**config.mk**
```make
export PLATFORM = sky130hd
export DESIGN_NAME = fault_selftest_top
export DESIGN_NICKNAME = d
export VERILOG_FILES = /design/src/common/fault_pkg.sv /design/src/logic/fault_selftest_top.sv /design/src/logic/in_sync.sv
export VERILOG_INCLUDE_DIRS = /design/src /design/src/common
export SDC_FILE = /design/constraint.sdc
export NUM_CORES = 1
export LEC_CHECK = 0
export ABC_AREA = 1
export BUFFER_PORTS_ARGS = -buffer_cell sky130_fd_sc_hd__buf_2
export CORE_MARGIN = 1.5
export CORE_UTILIZATION = 55
export CTS_CLUSTER_SIZE = 28
export DETAILED_ROUTE_END_ITERATION = 16
export GPL_TIMING_DRIVEN = 0
export PLACE_DENSITY_LB_ADDON = 0.25
export SKIP_LAST_GASP = 1
export SYNTH_ARGS = -nofsm -noshare
export SYNTH_HDL_FRONTEND = slang
export SYNTH_SLANG_ARGS = --single-unit
```
**constraint.sdc**
```tcl
create_clock -name pclk -period 3.3 [get_ports pclk]
set_clock_uncertainty 0.1 [all_clocks]
set_input_delay 0.495 -clock pclk [delete_from_list [all_inputs] [get_ports pclk]]
set_output_delay 0.495 -clock pclk [all_outputs]
set_load 0.02 [all_outputs]
```
**src/common/fault_regs.svh**
```systemverilog
// Purpose: Constants for the fault latch and self-test status block.
// Assumes: 32-bit APB, byte addresses, pclk at 10 MHz.
// Notes:   Register offsets, field positions, codes and timing figures.
//
// What this block does
// - Force fault outputs low during mask period.
// - Self-test latched fault held until clear.
// - Failed self-test reports result code 1111.
// - Reserved selection at start reports 1111.
// - Clear strobe resets only latch and cause.
// - Detection independent; recovery resets tracking once.
`ifndef FAULT_REGS_SVH
`define FAULT_REGS_SVH

// ==========================================================
// Register offsets
`define REG_CTRL 8'h00
`define REG_STATUS 8'h04
`define REG_IRQ_STAT 8'h08
`define REG_IRQ_MASK 8'h0C

// ==========================================================
// Control fields
`define CTRL_START 0
`define CTRL_SEL_LSB 1
`define CTRL_SEL_MSB 3
`define ST_SEL_LAST_VALID 3'h5

// ==========================================================
// Status fields
`define STS_LIVE 0
`define STS_LATCHED 1
`define STS_CAUSE_LSB 2
`define STS_CAUSE_MSB 4
`define STS_MASK 5
`define STS_BUSY 6
`define STS_RES_LSB 8
`define STS_RES_MSB 11
`define STS_SEL_LSB 12
`define STS_SEL_MSB 14

// ==========================================================
// Interrupt bits and width
`define IRQ_W 3
`define IRQ_LATCH 0
`define IRQ_ST_DONE 1
`define IRQ_LOOP_RST 2

// ==========================================================
// Codes and reset values
`define ST_RES_NONE 4'h0
`define ST_RES_PASS 4'h1
`define ST_RES_FAIL 4'hF
`define CAUSE_SELFTEST 3'h7
`define CAUSE_NONE 3'h0
`define SEL_RST 3'h0
`define PINS_RST 6'h20

// ==========================================================
// Timing
`define MASK_TIME_US 70000
`define CLK_PERIOD_NS 100
`define ST_RUN_CYCLES 16

`endif

```
**src/common/fault_pkg.sv**
```systemverilog
// Purpose: Types shared by the fault latch and self-test status block.
// Assumes: Included constants from fault_regs.svh.
// Notes:   Pin group and fault output group travel as packed structs.
`default_nettype none
package fault_pkg;

  typedef struct packed {
    logic clear_n;
    logic st_resp;
    logic [2:0] cause;
    logic det;
  } pin_in_t;

  typedef struct packed {
    logic live;
    logic latched;
    logic [2:0] cause;
  } fault_out_t;

  typedef enum logic [1:0] {
    ST_IDLE = 2'b00,
    ST_RUN = 2'b01
  } st_state_t;

endpackage : fault_pkg
`default_nettype wire

```
**src/logic/fault_selftest_top.sv**
```systemverilog
// Purpose: Fault mask, fault latch, self-test sequencing and status over APB.
// Assumes: pclk 10 MHz; detector, cause, response and clear pins asynchronous.
// Notes:   Zero-wait APB slave; read data registered in the setup cycle.
//
// The placing of the registers and the APB register port are this design's own decisions.
`timescale 1ns/100ps
`default_nettype none
`include "fault_regs.svh"
module fault_selftest_top
  import fault_pkg::*;
#(
  parameter int MASK_CYCLES = (`MASK_TIME_US * 1000) / `CLK_PERIOD_NS,
  parameter int ST_CYCLES = `ST_RUN_CYCLES
) (
  input wire logic pclk,
  input wire logic presetn,
  input wire logic psel,
  input wire logic penable,
  input wire logic pwrite,
  input wire logic [7:0] paddr,
  input wire logic [31:0] pwdata,
  output logic [31:0] prdata,
  output logic pready,
  output logic pslverr,
  input wire logic fault_det_raw,
  input wire logic [2:0] fault_cause_raw,
  input wire logic st_resp_raw,
  input wire logic fault_clear_strobe_n,
  output logic live_fault,
  output logic latched_fault_flag,
  output logic [2:0] fault_cause_code,
  output logic loop_reset,
  output logic st_inject,
  output logic irq
);

  localparam int MCW = $clog2(MASK_CYCLES + 1);
  localparam int SCW = $clog2(ST_CYCLES + 1);

  // ==========================================================
  // Pin synchronisers
  pin_in_t pins_raw;
  pin_in_t pins_s;
  logic [$bits(pin_in_t)-1:0] pins_s_vec;

  assign pins_raw = '{clear_n: fault_clear_strobe_n, st_resp: st_resp_raw,
                      cause: fault_cause_raw, det: fault_det_raw};

  in_sync #(
    .W($bits(pin_in_t)),
    .RST_VAL(`PINS_RST)
  ) u_sync (
    .clk(pclk),
    .rst_n(presetn),
    .d(pins_raw),
    .q(pins_s_vec)
  );

  assign pins_s = pin_in_t'(pins_s_vec);

  // ==========================================================
  // Register decode helpers
  function automatic logic addr_valid(input logic [7:0] a);
    addr_valid = (a == `REG_CTRL) || (a == `REG_STATUS) ||
                 (a == `REG_IRQ_STAT) || (a == `REG_IRQ_MASK);
  endfunction : addr_valid

  function automatic logic wr_hit(input logic [7:0] a, input logic [7:0] reg_off,
                                  input logic wr);
    wr_hit = wr && (a == reg_off);
  endfunction : wr_hit

  logic apb_wr;
  logic apb_rd_setup;

  assign apb_wr = psel && penable && pwrite && addr_valid(paddr);
  assign apb_rd_setup = psel && !penable && !pwrite;
  assign pready = 1'b1;
  assign pslverr = psel && penable && !addr_valid(paddr);

  // ==========================================================
  // Power-up mask timer
  logic [MCW-1:0] mask_cnt_q;
  logic [MCW-1:0] mask_cnt_d;
  logic mask_active;

  assign mask_active = (mask_cnt_q != MCW'(MASK_CYCLES));

  always_comb begin
    mask_cnt_d = mask_cnt_q;
    if (mask_active) begin
      mask_cnt_d = mask_cnt_q + MCW'(1);
    end
  end

  always_ff @(posedge pclk or negedge presetn) begin
    if (!presetn) begin
      mask_cnt_q <= '0;
    end else begin
      mask_cnt_q <= mask_cnt_d;
    end
  end

  // ==========================================================
  // Self-test sequencer
  st_state_t st_state_q;
  st_state_t st_state_d;
  logic [SCW-1:0] st_cnt_q;
  logic [SCW-1:0] st_cnt_d;
  logic [2:0] st_sel_q;
  logic [2:0] st_sel_d;
  logic [3:0] st_res_q;
  logic [3:0] st_res_d;
  logic st_done;
  logic st_start;
  logic [2:0] wr_sel;

  assign wr_sel = pwdata[`CTRL_SEL_MSB:`CTRL_SEL_LSB];
  assign st_start = wr_hit(paddr, `REG_CTRL, apb_wr) && pwdata[`CTRL_START];

  always_comb begin
    st_state_d = st_state_q;
    st_cnt_d = st_cnt_q;
    st_sel_d = st_sel_q;
    st_res_d = st_res_q;
    st_done = 1'b0;
    unique case (st_state_q)
      ST_IDLE: begin
        if (wr_hit(paddr, `REG_CTRL, apb_wr)) begin
          st_sel_d = wr_sel;
        end
        if (st_start) begin
          if (wr_sel > `ST_SEL_LAST_VALID) begin
            st_res_d = `ST_RES_FAIL;
            st_done = 1'b1;
          end else begin
            st_res_d = `ST_RES_NONE;
            st_cnt_d = '0;
            st_state_d = ST_RUN;
          end
        end
      end
      ST_RUN: begin
        st_cnt_d = st_cnt_q + SCW'(1);
        if (st_cnt_q == SCW'(ST_CYCLES - 1)) begin
          st_res_d = pins_s.st_resp ? `ST_RES_PASS : `ST_RES_FAIL;
          st_done = 1'b1;
          st_state_d = ST_IDLE;
        end
      end
    endcase
  end

  always_ff @(posedge pclk or negedge presetn) begin
    if (!presetn) begin
      st_state_q <= ST_IDLE;
      st_cnt_q <= '0;
      st_sel_q <= `SEL_RST;
      st_res_q <= `ST_RES_NONE;
    end else begin
      st_state_q <= st_state_d;
      st_cnt_q <= st_cnt_d;
      st_sel_q <= st_sel_d;
      st_res_q <= st_res_d;
    end
  end

  assign st_inject = (st_state_q == ST_RUN);

  // ==========================================================
  // Fault outputs, latch and recovery detect
  fault_out_t fo_q;
  fault_out_t fo_d;
  logic det_prev_q;
  logic det_prev_d;
  logic loop_rst_q;
  logic loop_rst_d;
  logic fault_now;
  logic clear_req;

  // Injected fault during a run drives the latch like a real one
  assign fault_now = pins_s.det || st_inject;
  assign clear_req = !pins_s.clear_n;

  always_comb begin
    fo_d = fo_q;
    fo_d.live = fault_now;
    if (fault_now) begin
      fo_d.latched = 1'b1;
      fo_d.cause = st_inject ? `CAUSE_SELFTEST : (fo_q.cause | pins_s.cause);
    end else if (clear_req) begin
      fo_d.latched = 1'b0;
      fo_d.cause = `CAUSE_NONE;
    end
    if (mask_active) begin
      fo_d = '0;
    end
    det_prev_d = pins_s.det;
    loop_rst_d = det_prev_q && !pins_s.det && !mask_active;
  end

  always_ff @(posedge pclk or negedge presetn) begin
    if (!presetn) begin
      fo_q <= '0;
      det_prev_q <= 1'b0;
      loop_rst_q <= 1'b0;
    end else begin
      fo_q <= fo_d;
      det_prev_q <= det_prev_d;
      loop_rst_q <= loop_rst_d;
    end
  end

  assign live_fault = fo_q.live;
  assign latched_fault_flag = fo_q.latched;
  assign fault_cause_code = fo_q.cause;
  assign loop_reset = loop_rst_q;

  // ==========================================================
  // Interrupt status and mask
  logic [`IRQ_W-1:0] irq_stat_q;
  logic [`IRQ_W-1:0] irq_stat_d;
  logic [`IRQ_W-1:0] irq_mask_q;
  logic [`IRQ_W-1:0] irq_mask_d;
  logic [`IRQ_W-1:0] irq_ev;
  logic [`IRQ_W-1:0] irq_w1c;
  logic irq_q;
  logic irq_d;

  always_comb begin
    irq_ev = '0;
    irq_ev[`IRQ_LATCH] = fo_d.latched && !fo_q.latched;
    irq_ev[`IRQ_ST_DONE] = st_done;
    irq_ev[`IRQ_LOOP_RST] = loop_rst_d;
    irq_w1c = '0;
    if (wr_hit(paddr, `REG_IRQ_STAT, apb_wr)) begin
      irq_w1c = pwdata[`IRQ_W-1:0];
    end
    // New event beats a clear in the same cycle
    irq_stat_d = (irq_stat_q & ~irq_w1c) | irq_ev;
    irq_mask_d = irq_mask_q;
    if (wr_hit(paddr, `REG_IRQ_MASK, apb_wr)) begin
      irq_mask_d = pwdata[`IRQ_W-1:0];
    end
    irq_d = |(irq_stat_d & irq_mask_d);
  end

  always_ff @(posedge pclk or negedge presetn) begin
    if (!presetn) begin
      irq_stat_q <= '0;
      irq_mask_q <= '0;
      irq_q <= 1'b0;
    end else begin
      irq_stat_q <= irq_stat_d;
      irq_mask_q <= irq_mask_d;
      irq_q <= irq_d;
    end
  end

  assign irq = irq_q;

  // ==========================================================
  // Read data, captured in the setup cycle
  logic [31:0] prdata_q;
  logic [31:0] prdata_d;
  logic [31:0] status_word;

  always_comb begin
    status_word = '0;
    status_word[`STS_LIVE] = fo_q.live;
    status_word[`STS_LATCHED] = fo_q.latched;
    status_word[`STS_CAUSE_MSB:`STS_CAUSE_LSB] = fo_q.cause;
    status_word[`STS_MASK] = mask_active;
    status_word[`STS_BUSY] = st_inject;
    status_word[`STS_RES_MSB:`STS_RES_LSB] = st_res_q;
    status_word[`STS_SEL_MSB:`STS_SEL_LSB] = st_sel_q;
  end

  always_comb begin
    prdata_d = prdata_q;
    if (apb_rd_setup) begin
      prdata_d = '0;
      unique case (paddr)
        `REG_CTRL: prdata_d[`CTRL_SEL_MSB:`CTRL_SEL_LSB] = st_sel_q;
        `REG_STATUS: prdata_d = status_word;
        `REG_IRQ_STAT: prdata_d[`IRQ_W-1:0] = irq_stat_q;
        `REG_IRQ_MASK: prdata_d[`IRQ_W-1:0] = irq_mask_q;
        default: prdata_d = '0;
      endcase
    end
  end

  always_ff @(posedge pclk or negedge presetn) begin
    if (!presetn) begin
      prdata_q <= '0;
    end else begin
      prdata_q <= prdata_d;
    end
  end

  assign prdata = prdata_q;

endmodule : fault_selftest_top
`default_nettype wire

```
**src/logic/in_sync.sv**
```systemverilog
// Purpose: Two-flop synchroniser for a group of pin inputs.
// Assumes: Inputs asynchronous to clk.
// Notes:   First stage feeds only the second stage.
`timescale 1ns/100ps
`default_nettype none
module in_sync #(
  parameter int W = 1,
  parameter logic [W-1:0] RST_VAL = '0
) (
  input wire logic clk,
  input wire logic rst_n,
  input wire logic [W-1:0] d,
  output logic [W-1:0] q
);

  logic [W-1:0] meta_q;
  logic [W-1:0] sync_q;

  always_ff @(posedge clk or negedge rst_n) begin
    if (!rst_n) begin
      meta_q <= RST_VAL;
      sync_q <= RST_VAL;
    end else begin
      meta_q <= d;
      sync_q <= meta_q;
    end
  end

  assign q = sync_q;

endmodule : in_sync
`default_nettype wire

```
==> metrics.txt, run 1 <==
final setup vio count 0; H-tree Lvls 3; Cells after Synth 339; synthesized area per cell 9.35 um2; Starting DRT DRC Count 110; final setup margin 1510 ps; status finished clean; CTS tree done; commonest cells after routing, fill and taps aside nand2_1 (72), dfrtp_1 (67), buf_2 (45), inv_1 (39); initial antenna violation count 0; final hold viol count 0; CP max FO 5; Yosys warnings 0; Port-buffer cells 45; CTS Sinks 69; final WL 5.76 mm; register area share after synthesis 54.6%; RSZ-0062 raised after global routing no; Tmin final 1790 ps; share of cells above drive strength 1 26.1%; CP Capture Type flip-flop; Sequential Area 1730 um2; non-filler instance count after layout 489; area grow syn2layout 19.8%; setup_tns 0 ps; synth unique cells 34; first-pass GRT wire length 9.49 mm; Worst Path Arrival 1960 ps; # diodes 0; Final Cycle Share 54.4%; Tightest Pin Transition 824 ps; # IOs 93; fin area 3800 um2; vias in the first global route 2,136; post-CTS setup buffers 0; clk_lat worst skew 350 ps; DP HPWL 4.17 mm; drt pass-1 iters 4; Clock Tree Buf Depth 2; Post-DRT Antenna Nets 0; placed instance count 473; kind of critical path reg2reg; pwr dens 475 nW/um2; die width 78.9 um; hold crit path type in2async; Clk pin slew, worst setup/hold paths 70 ps; worst slack at placement 1410 ps; die height 78.9 um; core area 5540 um2; Slew HR 45.1%; via count 2,266; initial core utilization 57.2%; DIE AREA 6230 um2; Overflow after GRT 0; Nets 467; Root Buffer clkbuf_8; startpoint class of the critical path flip-flop; Pwr Total 1.80 mW; maximum clock rate 557 MHz; largest net degree at the start of global routing 70; Slew Viols, Final 0; CP required 3470 ps; Pleak 1.99 nW; number of synthesized register bits 69; Vias/cell 4.63; TritonCTS Buffers 9; commonest non-fill, non-tap cell in the layout nand2_1; Multi-input gate area 1180 um2; worst hold margin 137 ps; mean routed wirelength per cell 11.8 um; fin util 68.5%; dpl cell area 3550 um2; Final GP Congestion 0.856; total track usage 20.2%; peak supply drop 476 uV; maxcap violations 0; Post-CTS Resized 0; Mapped Area 3170 um2; num rows 27; drt drc 0; hold bufs inserted after CTS 0; FILL cells 455
[where the power goes]
| group | total, mW | internal, mW | switching, mW |
|---|---|---|---|
| combinational | 0.0968 | 0.0339 | 0.0629 |
| sequential | 0.866 | 0.861 | 0.00549 |
| clock | 0.841 | 0.507 | 0.334 |
| total | 1.80 | 1.40 | 0.402 |
[cell type report]
cell class	count	area share, %
Buffer	23	4.38
Clock buffer	9	3.26
Clock inverter	7	3.20
Inverter	41	4.05
Multi-Input combinational cell	223	31.2
Sequential cell	69	45.6
Tap cell	72	2.37
Timing Repair Buffer	45	6.00
[layer usage]
| layer | part of all wire [%] | track usage, % | vias to the layer above | wire length (um) |
|---|---|---|---|---|
| li1 | - | - | 1177 | - |
| met1 | 46 | 26.3 | 1025 | 2650 |
| met2 | 47 | 32.3 | 58 | 2720 |
| met3 | 5.6 | 5.40 | 6 | 324 |
| met4 | 1.1 | 8.42 | 0 | 66 |
| met5 | 0 | 0 | - | 0 |
[worst paths after layout]
| kind | from | end | slack, ps | cells after the start |
|---|---|---|---|---|
| worst max-delay path | mask_cnt_q[0] | mask_cnt_q[14] | 1510 | 6 |
| worst min-delay path | presetn | mask_cnt_q[11] | 140 | 1 |
| worst max register to register | mask_cnt_q[0] | mask_cnt_q[14] | 1510 | 6 |
| worst min register to register | u_sync.meta_q[0] | u_sync.q[0] | 250 | 0 |
| max in group asynchronous | presetn | irq_mask_q[1] | 2420 | 1 |
| min in group pclk | fault_clear_strobe_n | u_sync.meta_q[5] | 140 | 1 |
[cells by family after synthesis]
family                   Yosys count  synth area share [%]
AND/OR/NAND/NOR                  139                  20.7
flip-flops                        69                  54.6
buffers and inverters             64                  10.1
other                              2                 0.237
XOR/XNOR                          19                  5.25
AO/OA/AOI/OAI                     41                  7.22
adder cells (fa/ha/maj)            4                  1.58
multiplexers                       1                 0.355
[sequential cells by signal, indices dropped and copies added (netlist names)]
name,cells
st_state_q,1
irq_mask_q,3
latched_fault_flag,1
prdata,12
u_sync.q,6
det_prev_q,1
mask_cnt_q,20
irq,1
u_sync.meta_q,6
loop_reset,1
st_cnt_q,5
fault_cause_code,3
st_res_q,2
live_fault,1
irq_stat_q,3
st_sel_q,3
[cell usage after synthesis]
master	instances	share of area (%)
nor3_2	1	0.32
o21bai_1	2	0.47
nor2_2	7	1.4
nor4_1	1	0.20
a21oi_1	4	0.63
conb_1	2	0.24
nand3_2	2	0.63
o21a_1	1	0.24
a21oi_4	1	0.51
o211ai_1	1	0.24
xor2_1	14	3.9
dfrtp_1	67	53
mux2_2	1	0.36
or2_2	1	0.20
o22ai_1	2	0.39
nor2_4	2	0.71
inv_2	2	0.24
o21ai_1	8	1.3
dfstp_2	2	1.7
nand3_1	20	3.2
o21ai_0	22	3.5
nor3_1	2	0.32
xnor2_1	5	1.4
buf_4	21	5.0
clkbuf_1	1	0.12
nor4_4	1	0.67
buf_2	1	0.16
inv_1	39	4.6
ha_1	4	1.6
nand2_2	6	1.2
nand2_1	72	8.5
nand4_1	4	0.79
nor2_1	18	2.1
nand3b_1	2	0.47
[worst max-delay path: stages (launching register included)]
cell and delay [ps]:
dfrtp_1 430, ha_1 270, nand3_1 190, nor4_4 310, nand2_2 100, nor2_1 130, xor2_1 180
Power figures use the tool's default switching activity.
==> inputs of run 2 (changes only) <==
Settings changed: CORE_UTILIZATION 55 to 46.
Clock period 3.3 ns to 1.44 ns, I/O delays scaled along.
==> metrics.txt, run 2 (same netlist as run 1, synthesis figures left out) <==
die width 86.0 um; Final GP Congestion 0.823; CP Capture Type flip-flop; initial antenna violation count 0; RSZ-0062 raised after global routing yes; first-pass GRT wire length 10.2 mm; # diodes 0; final hold viol count 0; Vias/cell 4.64; TritonCTS Buffers 9; Largest Register mask_cnt_q; Pwr Total 3.85 mW; maximum clock rate 612 MHz; CTS tree done; Tmin final 1630 ps; die height 86.0 um; Overflow after GRT 0; CP required 1560 ps; FILL cells 588; hold crit path type in2reg; num rows 30; commonest non-fill, non-tap cell in the layout nand2_1; final WL 6.06 mm; vias in the first global route 2,264; drt pass-1 iters 4; startpoint class of the critical path flip-flop; Worst Path Arrival 1750 ps; Post-DRT Antenna Nets 0; Root Buffer clkbuf_8; hold wc startpoint pwdata[3]; area grow syn2layout 28.7%; kind of critical path reg2reg; Tightest Pin Transition 855 ps; DIE AREA 7400 um2; via count 2,398; maxcap violations 0; Port-buffer cells 45; mean routed wirelength per cell 11.7 um; total track usage 17.9%; Starting DRT DRC Count 77; core area 6720 um2; status finished, violations left; DP HPWL 4.30 mm; Clock Tree Buf Depth 2; # IOs 93; max FFs per register 20; CTS Sinks 69; commonest cells after routing, fill and taps aside nand2_1 (68), dfrtp_1 (66), buf_2 (44), inv_1 (37), buf_4 (34); Nets 487; pwr dens 943 nW/um2; violated checks negative setup slack; final setup margin -195 ps; setup_tns -2630 ps; peak supply drop 718 uV; initial core utilization 47.2%; drt drc 0; CP max FO 5; clk_lat worst skew 340 ps; Slew HR 43.0%; largest net degree at the start of global routing 70; Pleak 2.07 nW; H-tree Lvls 3; Slew Viols, Final 0; Crit Reg-Reg Startpoint mask_cnt_q[1]; Clk pin slew, worst setup/hold paths 70 ps; share of cells above drive strength 1 34.3%; crit path from mask_cnt_q[1]; final setup vio count 26; Final Cycle Share 114%
-- run 2: area by class of cell --
| class | count | area [um2] | share of cell area (%) |
|---|---|---|---|
| buffer | 23 | 169 | 4.14 |
| clock buffer | 10 | 138 | 3.38 |
| clock inverter | 6 | 70.1 | 1.72 |
| inverter | 41 | 159 | 3.90 |
| multi-input combinational | 223 | 1310 | 32.1 |
| sequential | 69 | 1730 | 42.4 |
| tap | 80 | 100 | 2.45 |
| timing repair buffer | 65 | 403 | 9.88 |
-- run 2: final timing paths --
path	to	slack (ps)	depth (start not counted)
worst max-delay path	mask_cnt_q[1]	-190	10
worst min-delay path	st_sel_q[2]	30	2
worst max register to register	mask_cnt_q[1]	-190	10
worst min register to register	u_sync.q[0]	250	0
max in group asynchronous	mask_cnt_q[1]	220	2
min in group asynchronous	mask_cnt_q[10]	410	2
-- run 2: critical path: stages, from the launching register on --
cell,delay [ps]
dfrtp_2,440
inv_2,80
ha_4,120
nand2_2,50
nor2_2,100
nand3_2,90
nor2_4,140
nand2_4,100
buf_4,150
nand2_1,60
o21ai_0,70
-- run 2: metrics by stage --
| step | std cells | hold slack [ps] | setup slack [ps] | util [%] | cell area [um2] |
|---|---|---|---|---|---|
| 2_1_floorplan | 356 | -180 | -79.3 | - | 3240 |
| 3_3_place_gp | 481 | 222 | -258 | 53.1 | 3570 |
| 3_5_place_dp | 481 | 222 | -268 | 53.2 | 3570 |
| 4_1_cts | 513 | 17.6 | -210 | 59.2 | 3980 |
| 5_1_grt | 517 | 24.1 | -271 | 60.7 | 4080 |
| 6_report | 517 | 29.0 | -195 | 60.7 | 4080 |
-- run 2: timing repair --
action | 4_1_cts | 5_1_grt
setup endpoints to repair | 25 | 34
hold endpoints to repair | 73 | 0
setup buffers | 9 | 4
gates resized for setup | 14 | 23
hold buffers | 7 | 0
pin swaps | 6 | 7
-- run 2: metal layers --
layer / vias to the layer above / GRT usage, % / share of wire, %
li1: 1220 / - / -
met1: 1114 / 23.3 / 47
met2: 55 / 28.4 / 47
met3: 9 / 4.23 / 3.8
met4: 0 / 8.06 / 1.8
met5: - / 0 / 0
-- run 2: report_power, final --
group	switching (mW)	internal [mW]	total, mW	leakage, nW
combinational	0.152	0.0963	0.249	1.09
clock	0.754	0.858	1.61	0.0955
sequential	0.0124	1.97	1.99	0.888
